==> config.mk <==
export PLATFORM = sky130hd
export DESIGN_NAME = acmp_top
export DESIGN_NICKNAME = d
export VERILOG_FILES = /design/src/acmp_pkg.sv /design/src/acmp_top.sv
export SDC_FILE = /design/constraint.sdc
export NUM_CORES = 1
export LEC_CHECK = 0
export BUFFER_PORTS_ARGS = -buffer_cell sky130_fd_sc_hd__buf_2
export CORE_ASPECT_RATIO = 1.2
export CORE_MARGIN = 4
export CORE_UTILIZATION = 24
export CTS_CLUSTER_SIZE = 40
export DETAILED_ROUTE_END_ITERATION = 7
export PLACE_DENSITY_LB_ADDON = 0.15
export SYNTH_ARGS = -nofsm -noshare
export SYNTH_HDL_FRONTEND = slang
export SYNTH_SLANG_ARGS = --single-unit
==> constraint.sdc <==
create_clock -name clk_i -period 2.4 [get_ports clk_i]
set_clock_uncertainty 0.15 [all_clocks]
set_input_delay 0.24 -clock clk_i [delete_from_list [all_inputs] [get_ports clk_i]]
set_output_delay 0.24 -clock clk_i [all_outputs]
set_load 0.01 [all_outputs]
==> src/acmp_pkg.sv <==
`default_nettype none
package acmp_pkg;

	// ************************************************************
	// Sizes
	// ************************************************************
	localparam int NCH = 2;
	localparam int SEL_W = 3;
	localparam int ADR_W = 8;

	// ************************************************************
	// Register byte offsets
	// ************************************************************
	localparam logic [7:0] OFS_CH_STRIDE = 8'h10;
	localparam logic [7:0] OFS_CTRL_FIRST = 8'h00;
	localparam logic [7:0] OFS_CTRL_SECOND = 8'h04;
	localparam logic [7:0] OFS_INV_SELECT = 8'h08;
	localparam logic [7:0] OFS_NONINV_SELECT = 8'h0c;
	localparam logic [7:0] OFS_RESULT_MIRROR = 8'h20;
	localparam logic [7:0] OFS_IRQ_FLAG = 8'h24;

	// ************************************************************
	// Field positions
	// ************************************************************
	localparam int BIT_ENABLE = 7;
	localparam int BIT_RESULT = 6;
	localparam int BIT_INVERT = 4;
	localparam int BIT_HYST = 1;
	localparam int BIT_RESYNC = 0;
	localparam int BIT_RISE_EN = 1;
	localparam int BIT_FALL_EN = 0;
	localparam int SEL_LSB = 0;

	// ************************************************************
	// Channel select codes
	// ************************************************************
	localparam logic [2:0] PSEL_PIN0 = 3'h0;
	localparam logic [2:0] PSEL_PIN1 = 3'h1;
	localparam logic [2:0] PSEL_DAC = 3'h5;
	localparam logic [2:0] PSEL_FVR = 3'h6;
	localparam logic [2:0] PSEL_GND = 3'h7;
	localparam logic [2:0] NSEL_PIN_MAX = 3'h3;
	localparam logic [2:0] NSEL_FVR = 3'h6;
	localparam logic [2:0] NSEL_GND = 3'h7;

	// ************************************************************
	// Types and reset values
	// ************************************************************
	typedef struct packed {
		logic enable;
		logic invert;
		logic hyst;
		logic resync;
		logic rise_en;
		logic fall_en;
		logic [2:0] neg_sel;
		logic [2:0] pos_sel;
	} acmp_ctrl_t;

	typedef struct packed {
		logic enable;
		logic hyst;
		logic pos_connect;
		logic [2:0] pos_sel;
		logic neg_connect;
		logic [2:0] neg_sel;
	} acmp_ana_t;

	localparam acmp_ctrl_t CTRL_RESET = '0;
	localparam acmp_ana_t ANA_RESET = '0;

endpackage
`default_nettype wire

==> src/acmp_top.sv <==
// Overview of operation
// Enable bit powers comparator, clear powers down
// Result readable in control and mirror registers
// Result goes to pin; software sets direction
// Result latched every instruction cycle
// Without resync, external output follows latch directly
// Invert bit flips the comparison result
// Hysteresis only while its bit is set
// Result offered as Timer1 gate source
// Resync latches on Timer1 clock falling edge
// Timer1 counts rising, latch updates falling
// Software should resync when gating Timer1
// Rise and fall detectors set flag
// Software enables all levels for interrupts
// Software clears flag; new edge wins
// Invert or enable toggle can cause edge
// Three-bit positive select picks input source
// Disabled comparator disconnects all inputs
// Three-bit negative select picks input source
// Result indeterminate after selection change
// Input pins need analog select, direction set
// Positive select code map
// Negative select code map
// Edge enables at bits one and zero
// Mirror holds channel outputs bits one, zero
// Two identical comparator channels
// Edges seen on latched adjusted output
`timescale 1ns/1ps
`default_nettype none
module acmp_top #(
	parameter int NCH = acmp_pkg::NCH
) (
	// Clock and reset
	input wire logic clk_i,
	input wire logic rst_i,
	// Wishbone slave
	input wire logic wb_cyc_i,
	input wire logic wb_stb_i,
	input wire logic wb_we_i,
	input wire logic [acmp_pkg::ADR_W-1:0] wb_adr_i,
	input wire logic [3:0] wb_sel_i,
	input wire logic [31:0] wb_dat_i,
	output logic [31:0] wb_dat_o,
	output logic wb_ack_o,
	// Analog front end
	input wire logic [NCH-1:0] cmp_raw_i,
	output var acmp_pkg::acmp_ana_t [NCH-1:0] ana_o,
	// Timer1 source clock after prescaler
	input wire logic tmr1_clk_i,
	// Result outputs
	output logic [NCH-1:0] tmr1_gate_o,
	output logic [NCH-1:0] pin_out_o,
	output logic [NCH-1:0] result_o,
	output logic [NCH-1:0] irq_flag_o
);

	// ************************************************************
	// Helper functions
	// ************************************************************

	// Positive select codes that actually connect a source.
	function automatic logic pos_valid(input logic [2:0] code);
		pos_valid = (code == acmp_pkg::PSEL_PIN0) ||
			(code == acmp_pkg::PSEL_PIN1) ||
			(code == acmp_pkg::PSEL_DAC) ||
			(code == acmp_pkg::PSEL_FVR) ||
			(code == acmp_pkg::PSEL_GND);
	endfunction

	// Negative select codes that actually connect a source.
	function automatic logic neg_valid(input logic [2:0] code);
		neg_valid = (code <= acmp_pkg::NSEL_PIN_MAX) ||
			(code == acmp_pkg::NSEL_FVR) ||
			(code == acmp_pkg::NSEL_GND);
	endfunction

	// Byte offset of a channel register.
	function automatic logic [7:0] ch_ofs(input int ch,
			input logic [7:0] ofs);
		ch_ofs = 8'(ch) * acmp_pkg::OFS_CH_STRIDE + ofs;
	endfunction

	// ************************************************************
	// Registers
	// ************************************************************
	acmp_pkg::acmp_ctrl_t ctrl_q [NCH];
	acmp_pkg::acmp_ana_t [NCH-1:0] ana_q;
	logic [NCH-1:0] raw_meta_q;
	logic [NCH-1:0] raw_sync_q;
	logic tclk_meta_q;
	logic tclk_sync_q;
	logic tclk_prev_q;
	logic [NCH-1:0] result_q;
	logic [NCH-1:0] result_prev_q;
	logic [NCH-1:0] resync_q;
	logic [NCH-1:0] ext_q;
	logic [NCH-1:0] flag_q;
	logic [NCH-1:0] flag_d;
	logic ack_q;
	logic [31:0] dat_q;

	// ************************************************************
	// Bus decode
	// ************************************************************
	// A strobe held while ack stands is not taken a second time.
	wire bus_req = wb_cyc_i && wb_stb_i && !ack_q;
	wire bus_wr = bus_req && wb_we_i && wb_sel_i[0];
	wire [7:0] wdat = wb_dat_i[7:0];
	wire [7:0] adr = {wb_adr_i[7:2], 2'b00};
	wire hit_mirror = (adr == acmp_pkg::OFS_RESULT_MIRROR);
	wire hit_flag = (adr == acmp_pkg::OFS_IRQ_FLAG);
	wire tclk_fall = tclk_prev_q && !tclk_sync_q;

	logic [NCH-1:0] hit_first;
	logic [NCH-1:0] hit_second;
	logic [NCH-1:0] hit_inv;
	logic [NCH-1:0] hit_noninv;
	logic [NCH-1:0] wr_first;
	logic [NCH-1:0] wr_second;
	logic [NCH-1:0] wr_inv;
	logic [NCH-1:0] wr_noninv;
	logic [NCH-1:0] eff;
	logic [NCH-1:0] res_d;
	logic [NCH-1:0] rise;
	logic [NCH-1:0] fall;
	logic [NCH-1:0] set_evt;
	logic [NCH-1:0] clr_evt;
	logic [7:0] rd_first [NCH];
	logic [7:0] rd_second [NCH];
	logic [7:0] rd_inv [NCH];
	logic [7:0] rd_noninv [NCH];

	// ************************************************************
	// Per-channel datapath
	// ************************************************************
	for (genvar c = 0; c < NCH; c++) begin : g_ch
		// Each channel owns a block of four registers at its own stride.
		assign hit_first[c] = (adr == ch_ofs(c,
			acmp_pkg::OFS_CTRL_FIRST));
		assign hit_second[c] = (adr == ch_ofs(c,
			acmp_pkg::OFS_CTRL_SECOND));
		assign hit_inv[c] = (adr == ch_ofs(c,
			acmp_pkg::OFS_INV_SELECT));
		assign hit_noninv[c] = (adr == ch_ofs(c,
			acmp_pkg::OFS_NONINV_SELECT));

		// Write strobes, one for each register of the channel.
		assign wr_first[c] = bus_wr && hit_first[c];
		assign wr_second[c] = bus_wr && hit_second[c];
		assign wr_inv[c] = bus_wr && hit_inv[c];
		assign wr_noninv[c] = bus_wr && hit_noninv[c];

		// A powered-down comparator reads as a low raw result.
		assign eff[c] = ctrl_q[c].enable && raw_sync_q[c];
		assign res_d[c] = eff[c] ^ ctrl_q[c].invert;

		assign rise[c] = result_q[c] && !result_prev_q[c];
		assign fall[c] = !result_q[c] && result_prev_q[c];
		assign set_evt[c] = (rise[c] && ctrl_q[c].rise_en) ||
			(fall[c] && ctrl_q[c].fall_en);
		// Clearing a flag takes a one in its bit; zeros leave it alone.
		assign clr_evt[c] = bus_wr && hit_flag && wdat[c];
		// A new edge wins over a clear in the same cycle.
		assign flag_d[c] = (flag_q[c] && !clr_evt[c]) ||
			set_evt[c];

		// Unused bits of every register read as zero.
		assign rd_first[c] = {ctrl_q[c].enable, result_q[c], 1'b0,
			ctrl_q[c].invert, 2'b00, ctrl_q[c].hyst,
			ctrl_q[c].resync};
		assign rd_second[c] = {6'h00, ctrl_q[c].rise_en,
			ctrl_q[c].fall_en};
		assign rd_inv[c] = {5'h00, ctrl_q[c].neg_sel};
		assign rd_noninv[c] = {5'h00, ctrl_q[c].pos_sel};
	end

	// ************************************************************
	// Read data selection
	// ************************************************************
	// Unmapped addresses read as zero and are still acknowledged.
	logic [7:0] rd_byte;
	always_comb begin
		rd_byte = 8'h00;
		if (hit_mirror) begin
			rd_byte = 8'(result_q);
		end else if (hit_flag) begin
			rd_byte = 8'(flag_q);
		end else begin
			for (int c = 0; c < NCH; c++) begin
				if (hit_first[c]) begin
					rd_byte = rd_first[c];
				end else if (hit_second[c]) begin
					rd_byte = rd_second[c];
				end else if (hit_inv[c]) begin
					rd_byte = rd_inv[c];
				end else if (hit_noninv[c]) begin
					rd_byte = rd_noninv[c];
				end
			end
		end
	end

	// ************************************************************
	// Wishbone handshake
	// ************************************************************
	always_ff @(posedge clk_i) begin
		if (rst_i) begin
			ack_q <= 1'b0;
			dat_q <= 32'h0000_0000;
		end else begin
			ack_q <= bus_req;
			dat_q <= bus_req ? {24'h00_0000, rd_byte} : 32'h0000_0000;
		end
	end

	// ************************************************************
	// Control register writes
	// ************************************************************
	// Only the low byte lane carries register bits; sel[0] gates it.
	always_ff @(posedge clk_i) begin
		for (int c = 0; c < NCH; c++) begin
			if (rst_i) begin
				ctrl_q[c] <= acmp_pkg::CTRL_RESET;
			end else if (wr_first[c]) begin
				ctrl_q[c].enable <= wdat[acmp_pkg::BIT_ENABLE];
				ctrl_q[c].invert <= wdat[acmp_pkg::BIT_INVERT];
				ctrl_q[c].hyst <= wdat[acmp_pkg::BIT_HYST];
				ctrl_q[c].resync <= wdat[acmp_pkg::BIT_RESYNC];
			end else if (wr_second[c]) begin
				ctrl_q[c].rise_en <= wdat[acmp_pkg::BIT_RISE_EN];
				ctrl_q[c].fall_en <= wdat[acmp_pkg::BIT_FALL_EN];
			end else if (wr_inv[c]) begin
				ctrl_q[c].neg_sel <= wdat[acmp_pkg::SEL_LSB +: 3];
			end else if (wr_noninv[c]) begin
				ctrl_q[c].pos_sel <= wdat[acmp_pkg::SEL_LSB +: 3];
			end
		end
	end

	// ************************************************************
	// Analog control outputs
	// ************************************************************
	// The analog side sees a setting one cycle after its write.
	always_ff @(posedge clk_i) begin
		for (int c = 0; c < NCH; c++) begin
			if (rst_i) begin
				ana_q[c] <= acmp_pkg::ANA_RESET;
			end else begin
				ana_q[c].enable <= ctrl_q[c].enable;
				ana_q[c].hyst <= ctrl_q[c].enable &&
					ctrl_q[c].hyst;
				// Unconnected codes and a disabled channel float.
				ana_q[c].pos_connect <= ctrl_q[c].enable &&
					pos_valid(ctrl_q[c].pos_sel);
				ana_q[c].pos_sel <= ctrl_q[c].enable ?
					ctrl_q[c].pos_sel : 3'h0;
				ana_q[c].neg_connect <= ctrl_q[c].enable &&
					neg_valid(ctrl_q[c].neg_sel);
				ana_q[c].neg_sel <= ctrl_q[c].enable ?
					ctrl_q[c].neg_sel : 3'h0;
			end
		end
	end

	// ************************************************************
	// Input synchronisers
	// ************************************************************
	// The Timer1 clock is sampled like a pin, so each of its phases must
	// last at least one instruction cycle to be seen.
	always_ff @(posedge clk_i) begin
		if (rst_i) begin
			raw_meta_q <= '0;
			raw_sync_q <= '0;
			tclk_meta_q <= 1'b0;
			tclk_sync_q <= 1'b0;
			tclk_prev_q <= 1'b0;
		end else begin
			raw_meta_q <= cmp_raw_i;
			raw_sync_q <= raw_meta_q;
			tclk_meta_q <= tmr1_clk_i;
			tclk_sync_q <= tclk_meta_q;
			tclk_prev_q <= tclk_sync_q;
		end
	end

	// ************************************************************
	// Result latch, resync latch, flags
	// ************************************************************
	// The previous copy feeds the edge detectors of both directions.
	always_ff @(posedge clk_i) begin
		if (rst_i) begin
			result_q <= '0;
			result_prev_q <= '0;
			flag_q <= '0;
		end else begin
			result_q <= res_d;
			result_prev_q <= result_q;
			flag_q <= flag_d;
		end
	end

	// The resync copy moves only when the Timer1 clock falls, so the
	// timer, which counts on the rising edge, never sees it change.
	always_ff @(posedge clk_i) begin
		if (rst_i) begin
			resync_q <= '0;
		end else if (tclk_fall) begin
			resync_q <= result_q;
		end
	end

	// ************************************************************
	// External outputs
	// ************************************************************
	// Without resync the outputs take res_d one flop later, so every
	// output still leaves from a register.
	logic [NCH-1:0] ext_d;
	for (genvar c = 0; c < NCH; c++) begin : g_ext
		assign ext_d[c] = ctrl_q[c].resync ? resync_q[c] :
			res_d[c];
	end

	always_ff @(posedge clk_i) begin
		if (rst_i) begin
			ext_q <= '0;
		end else begin
			ext_q <= ext_d;
		end
	end

	// ************************************************************
	// Port outputs
	// ************************************************************
	assign tmr1_gate_o = ext_q;
	assign pin_out_o = ext_q;
	assign result_o = result_q;
	assign irq_flag_o = flag_q;
	assign ana_o = ana_q;
	assign wb_ack_o = ack_q;
	assign wb_dat_o = dat_q;

endmodule
`default_nettype wire

* Word-level counts from Yosys, hierarchy flattened
Memories as Yosys holds them, arrays and structs flattened.
Index checks and enable logic that the tools add are counted.
W data, S select, Z words.
** Word-level totals
- Register bits :: 70
- RAM bits :: 24
- Bits of input ports :: 52
- Memories :: 1
** Operators by class
- $lt $le $gt $ge :: 2
- Equal/unequal tests :: 21
- Mux-type cells :: 66
- Bitwise gates (word level) :: 21
- Reductions and logical operators :: 67
** Memories
- ctrl_q :: depth 2, width 12, read ports 2, clocked after Yosys merged registers in 0, write ports 2, RTL line acmp_top.sv:86 : acmp_pkg::acmp_ctrl_t ctrl_q [NCH];
** Operators by type and width (number)
- $mux W1 :: 52
- $mux W8 :: 5
- $logic_and A1 B1 Y1 :: 34
- $eq A3 B3 Y1 const B :: 10
- $eq A6 B3 Y1 const B :: 4
- $mux W3 :: 7
- $logic_or A1 B1 Y1 :: 16
- $or A1 B1 Y1 :: 16
- $eq A6 B2 Y1 const B :: 2
- $eq A6 B4 Y1 const B :: 2
- $reduce_or A11 Y1 :: 1
- $logic_not A1 Y1 :: 8
- $logic_not A8 Y1 :: 1
- $eq A3 B1 Y1 const B :: 2
- $eq A6 B1 Y1 const B :: 1
- $le A3 B2 Y1 const B :: 2
- $logic_not A3 Y1 :: 2
- $reduce_or A2 Y1 :: 3
- $reduce_or A6 Y1 :: 1
- $mux W2 :: 2
- $reduce_or A4 Y1 :: 1
- $not A1 Y1 :: 3
- $xor A1 B1 Y1 :: 2

* Depth between registers and ports, before layout
- Depth after elaboration :: 12
- Gate-level depth with buffers :: 6
- Depth with buffers taken out :: 4

* Least setup slack after synthesis
Ideal clock, no wire load.
- Kind :: input -> register
- Start :: input port wb_adr_i[7] (netlist name)
- End :: memory ctrl_q[0][10] (netlist name), enable pin
- Library setup time :: 306 ps
- Arrival :: 1140 ps
- Slack :: 804 ps
- Stages :: 3
- Buffers on the path :: 0
- Path through :: nor4_4 nor3b_4 a21o_1
** RTL lines
- from (decl) :: RTL line acmp_top.sv:40 : input wire logic [acmp_pkg::ADR_W-1:0] wb_adr_i,
- to (decl) :: RTL line acmp_top.sv:86

==> load_flow_metrics.sql <==
INSERT INTO impl_metrics (metric_group, metric, value, unit) VALUES
('timing', 'finalSetupViolations', '0', ''),
('clock_tree', 'cts_sinks', '68', ''),
('worst_setup_path', 'setup.worst_path.start_class', 'flip-flop', ''),
('routing', 'violation_count_after_the_first_detailed_route_iteration', '43', ''),
('grt', 'gr-usage-all-layers', '0.0996', ''),
('worst_setup_path', 'cp.required', '2270', 'ps'),
('worst_setup_path', 'timing.setup.critical_path_class', 'flip-flop to flip-flop', ''),
('placement', 'buffer_ports.inserted', '54', ''),
('timing', 'layout_min_cycle_time', '1690', 'ps'),
('floorplanning', 'start_util', '0.249', ''),
('floorplanning', 'ios', '113', ''),
('worst_setup_path', 'timing.critical_path.fanout_max', '4', ''),
('layout', 'design.final.nets', '380', ''),
('timing', 'rsz_0062_raised_after_global_routing', 'false', ''),
('flow_run', 'max-cap-violations', '0', ''),
('routing', 'drt_drc_violations_left', '0', ''),
('yosys', 'synthDominantCellAreaShare', '0.301', ''),
('yosys', 'synth_area', '2920', 'sq um'),
('timing', 'totalNegativeSetupSlack', '0', 'ps'),
('power', 'sw_frac_of_total', '0.216', ''),
('layout', 'n_antenna_cell', '0', ''),
('grt', 'grt_first_pass_wirelength', '10300', 'microns'),
('power', 'powerDensity', '759', 'nW/um^2'),
('power', 'p_seq_frac', '0.458', ''),
('timing', 'slew_headroom', '0.614', ''),
('hold_path', 'worstHoldPathType', 'input port to flip-flop', ''),
('power', 'total_leakage_power', '1.59', 'nW'),
('grt', 'global_route.overflow_total', '0', ''),
('worst_setup_path', 'worst_setup_path_end_kind', 'flip-flop', ''),
('layout', 'largest_reg_flops', '24', ''),
('floorplanning', 'die_area', '14000', 'sq um'),
('power', 'clock_network_fraction_of_design_power', '0.476', ''),
('layout', 'postLayoutCellArea', '3600', 'sq um'),
('power', 'power_frac_comb', '0.066', ''),
('yosys', 'synthDistinctLibCells', '43', ''),
('floorplanning', 'placeableCoreArea', '11700', 'sq um'),
('clock_tree', 'clk_root_buffer_cell', 'sky130_fd_sc_hd__clkbuf_16', ''),
('routing', 'vias', '2012', ''),
('routing', 'route.final.wire_length', '6860', 'microns'),
('layout', 'max_flop_register', 'ctrl_q', ''),
('power', 'total_power', '2.73', 'mW'),
('clock_tree', 'cts.clk_slew.worst_paths', '50', 'ps'),
('routing', 'dr.pass1.iters', '4', ''),
('layout', 'filler_cell_count', '1295', ''),
('yosys', 'ys_warn_count', '0', ''),
('worst_setup_path', 'critPathArrivalTime', '1560', 'ps'),
('yosys', 'synthesis.area_per_instance', '10.9', 'sq um'),
('timing', 'post_route_fraction_of_the_period_consumed_by_the_critical_path', '0.704', ''),
('placement', 'dp_hpwl', '5110', 'microns'),
('layout', 'flow.area_growth_from_synthesis', '23.2', '%'),
('yosys', 'synth.ff_latch_count', '68', ''),
('clock_tree', 'clkLatencyLatePin', '330', 'ps'),
('clock_tree', 'cts_tree', 'built', ''),
('power', 'power.internal', '2.14', 'mW'),
('status', 'status', 'completed', ''),
('yosys', 'synth_area_leader', 'sky130_fd_sc_hd__dfxtp_1', ''),
('floorplanning', 'chipHeight', '129', 'microns'),
('grt', 'first_global_vias', '1943', ''),
('floorplanning', 'chipWidth', '109', 'microns'),
('routing', 'drt.antenna.violating_nets', '0', ''),
('layout', 'post_route_cells_drive_above_1_share', '0.258', ''),
('clock_tree', 'cts_h_tree_depth', '3', ''),
('timing', 'hold_violations', '0', ''),
('floorplanning', 'num_rows', '43', ''),
('timing', 'worst_hold_slack', '84.3', 'ps'),
('clock_tree', 'clk_path_buf_depth', '2', ''),
('yosys', 'post_synth_inst_count', '267', ''),
('clock_tree', 'postCtsSetupBuffers', '0', ''),
('yosys', 'synth_seq_area_share', '0.548', ''),
('grt', 'grt_antenna_before_repair', '0', ''),
('clock_tree', 'cts_made_buffers', '9', ''),
('power', 'vdd_ir_drop_max', '0.390', 'mV'),
('timing', 'report.final.slew_viol_count', '0', ''),
('placement', 'dpl_cell_area', '3260', 'sq um'),
('grt', 'grt_max_degree', '16', ''),
('yosys', 'synthTopCellsByArea', 'sky130_fd_sc_hd__dfxtp_1, sky130_fd_sc_hd__edfxtp_1, sky130_fd_sc_hd__buf_4', ''),
('routing', 'routedWlPerCell', '14.0', 'microns'),
('routing', 'avgViaCountPerCell', '4.11', ''),
('timing', 'worst-slew-pin-transition', '578', 'ps'),
('timing', 'fmaxAchievable', '592', 'MHz'),
('power', 'p_sw', '0.590', 'mW'),
('placement', 'globalplace.congestion', '0.749', '');
==> per-stage QoR <==
| stage | utilization | setup WS (ps) | std cells |
|---|---|---|---|
| detailed placement | 0.278 | 427 | 471 |
| global placement | 0.278 | 453 | 471 |
| floorplan | - | 804 | 292 |
| finish | 0.307 | 711 | 490 |
| CTS | 0.307 | 692 | 490 |
| global route | 0.307 | 619 | 490 |
==> cell type report <==
| cell class | instances | area, sq um | area share |
|---|---|---|---|
| repair buffers | 63 | 345 | 0.0959 |
| flip-flops and latches | 68 | 1600 | 0.445 |
| clock buffers | 13 | 293 | 0.0813 |
| clock inverters | 3 | 15.0 | 0.00417 |
| well taps | 157 | 196 | 0.0545 |
| multi-input cells | 180 | 1130 | 0.313 |
| inverters | 6 | 22.5 | 0.00625 |
==> synthesized netlist by cell type <==
library cell                n
sky130_fd_sc_hd__inv_2      1
sky130_fd_sc_hd__nand3b_1   5
sky130_fd_sc_hd__o21a_1     4
sky130_fd_sc_hd__mux4_2     1
sky130_fd_sc_hd__nor4_4     1
sky130_fd_sc_hd__nor3b_1    1
sky130_fd_sc_hd__a31oi_1    2
sky130_fd_sc_hd__a21boi_0   2
sky130_fd_sc_hd__nand2b_1   2
sky130_fd_sc_hd__buf_6      1
sky130_fd_sc_hd__edfxtp_1  24
sky130_fd_sc_hd__o22ai_1    2
sky130_fd_sc_hd__and2_1    27
sky130_fd_sc_hd__mux2i_1    8
sky130_fd_sc_hd__and3_1    13
sky130_fd_sc_hd__mux2_2     2
sky130_fd_sc_hd__buf_4     30
sky130_fd_sc_hd__a31o_1     2
sky130_fd_sc_hd__o31ai_1    4
sky130_fd_sc_hd__and4_1     1
sky130_fd_sc_hd__nor3b_4    2
sky130_fd_sc_hd__nor2_1    18
sky130_fd_sc_hd__a21oi_1    6
sky130_fd_sc_hd__a41o_1     1
sky130_fd_sc_hd__inv_1      5
sky130_fd_sc_hd__nor2b_1   12
sky130_fd_sc_hd__buf_2      1
sky130_fd_sc_hd__and4bb_2   1
sky130_fd_sc_hd__nand3_1    5
sky130_fd_sc_hd__a31o_2     1
sky130_fd_sc_hd__and2b_4    1
sky130_fd_sc_hd__clkbuf_1   6
sky130_fd_sc_hd__a22oi_1    3
sky130_fd_sc_hd__a21o_1     4
sky130_fd_sc_hd__conb_1     1
sky130_fd_sc_hd__nor3b_2    1
sky130_fd_sc_hd__o21ai_0    4
sky130_fd_sc_hd__nor4_1     2
sky130_fd_sc_hd__xor2_1     2
sky130_fd_sc_hd__nand2_1   10
sky130_fd_sc_hd__dfxtp_1   44
sky130_fd_sc_hd__or3_1      1
sky130_fd_sc_hd__nor3_1     3
==> layer usage <==
metal,routed length [microns],part of all wire,up-vias,track usage
li1,-,-,992,-
met1,2890,0.42,951,0.115
met2,3410,0.50,59,0.171
met3,455,0.066,10,0.0341
met4,100,0.015,0,0.0357
met5,0,0,-,0
==> critical path, cell delays in order, from the launching register on <==
cell and delay, ps:
sky130_fd_sc_hd__dfxtp_1 320, sky130_fd_sc_hd__or3_1 450, sky130_fd_sc_hd__nor2_1 230, sky130_fd_sc_hd__a31o_1 250
==> cell families (layout without fill, tap and decap cells) <==
| family | count (synthesis) | count (layout) | synth area share |
|---|---|---|---|
| DFF | 68 | 68 | 0.548 |
| and+or+nand+nor | 106 | 106 | 0.222 |
| muxes | 11 | 11 | 0.0428 |
| xor gates and xnor gates | 2 | 2 | 0.00599 |
| buffers and inverters | 44 | 85 | 0.0980 |
| AOI/OAI and AO/OA | 35 | 35 | 0.0818 |
| other | 1 | 26 | 0.00128 |
==> cell usage in the layout, fill, tap and decap left out, types with 2 or more instances in the layout <==
cell type and instances:
sky130_fd_sc_hd__a21boi_0 2, sky130_fd_sc_hd__a21o_1 4, sky130_fd_sc_hd__a21oi_1 6, sky130_fd_sc_hd__a22oi_1 3
sky130_fd_sc_hd__a31o_1 2, sky130_fd_sc_hd__a31oi_1 2, sky130_fd_sc_hd__and2_1 27, sky130_fd_sc_hd__and3_1 13
sky130_fd_sc_hd__buf_2 54, sky130_fd_sc_hd__buf_4 6, sky130_fd_sc_hd__clkbuf_16 11, sky130_fd_sc_hd__clkinv_2 3
sky130_fd_sc_hd__conb_1 26, sky130_fd_sc_hd__dfxtp_1 44, sky130_fd_sc_hd__dlygate4sd3_1 3, sky130_fd_sc_hd__edfxtp_1 24
sky130_fd_sc_hd__inv_1 5, sky130_fd_sc_hd__mux2_2 2, sky130_fd_sc_hd__mux2i_1 8, sky130_fd_sc_hd__nand2_1 10
sky130_fd_sc_hd__nand2b_1 2, sky130_fd_sc_hd__nand3_1 5, sky130_fd_sc_hd__nand3b_1 5, sky130_fd_sc_hd__nor2_1 18
sky130_fd_sc_hd__nor2b_1 12, sky130_fd_sc_hd__nor3_1 3, sky130_fd_sc_hd__nor3b_4 2, sky130_fd_sc_hd__nor4_1 2
sky130_fd_sc_hd__o21a_1 4, sky130_fd_sc_hd__o21ai_0 4, sky130_fd_sc_hd__o22ai_1 2, sky130_fd_sc_hd__o31ai_1 4
sky130_fd_sc_hd__xor2_1 2
==> worst paths after layout <==
kind	to	from	cells past startpoint	slack [ps]
worst min-delay path	ctrl_q[0][11]$_DFFE_PP_	wb_dat_i[7]	2	80
worst min register to register	raw_sync_q[1]$_SDFF_PP0_	raw_meta_q[1]$_SDFF_PP0_	1	290
worst max register to register	ctrl_q[0][4]$_SDFFCE_PN0P_	wb_ack_o$_SDFF_PP0_	3	710
worst max-delay path	ctrl_q[0][4]$_SDFFCE_PN0P_	wb_ack_o$_SDFF_PP0_	3	710
==> power by group through the flow <==
stage | sequential (mW) | combinational, mW | clock (mW)
final | 1.25 | 0.182 | 1.30
after global routing | 1.26 | 0.200 | 1.40
after CTS | 1.25 | 0.183 | 1.35
after detailed placement | 1.28 | 0.179 | 0
after global placement | 1.28 | 0.179 | 0
after floorplan | 1.28 | 0.135 | 0
==> repair_timing <==
item	CTS	global route
resized for setup	0	0
hold buffers	3	0
hold endpoints to repair	3	0
Power figures use the tool's default switching activity.
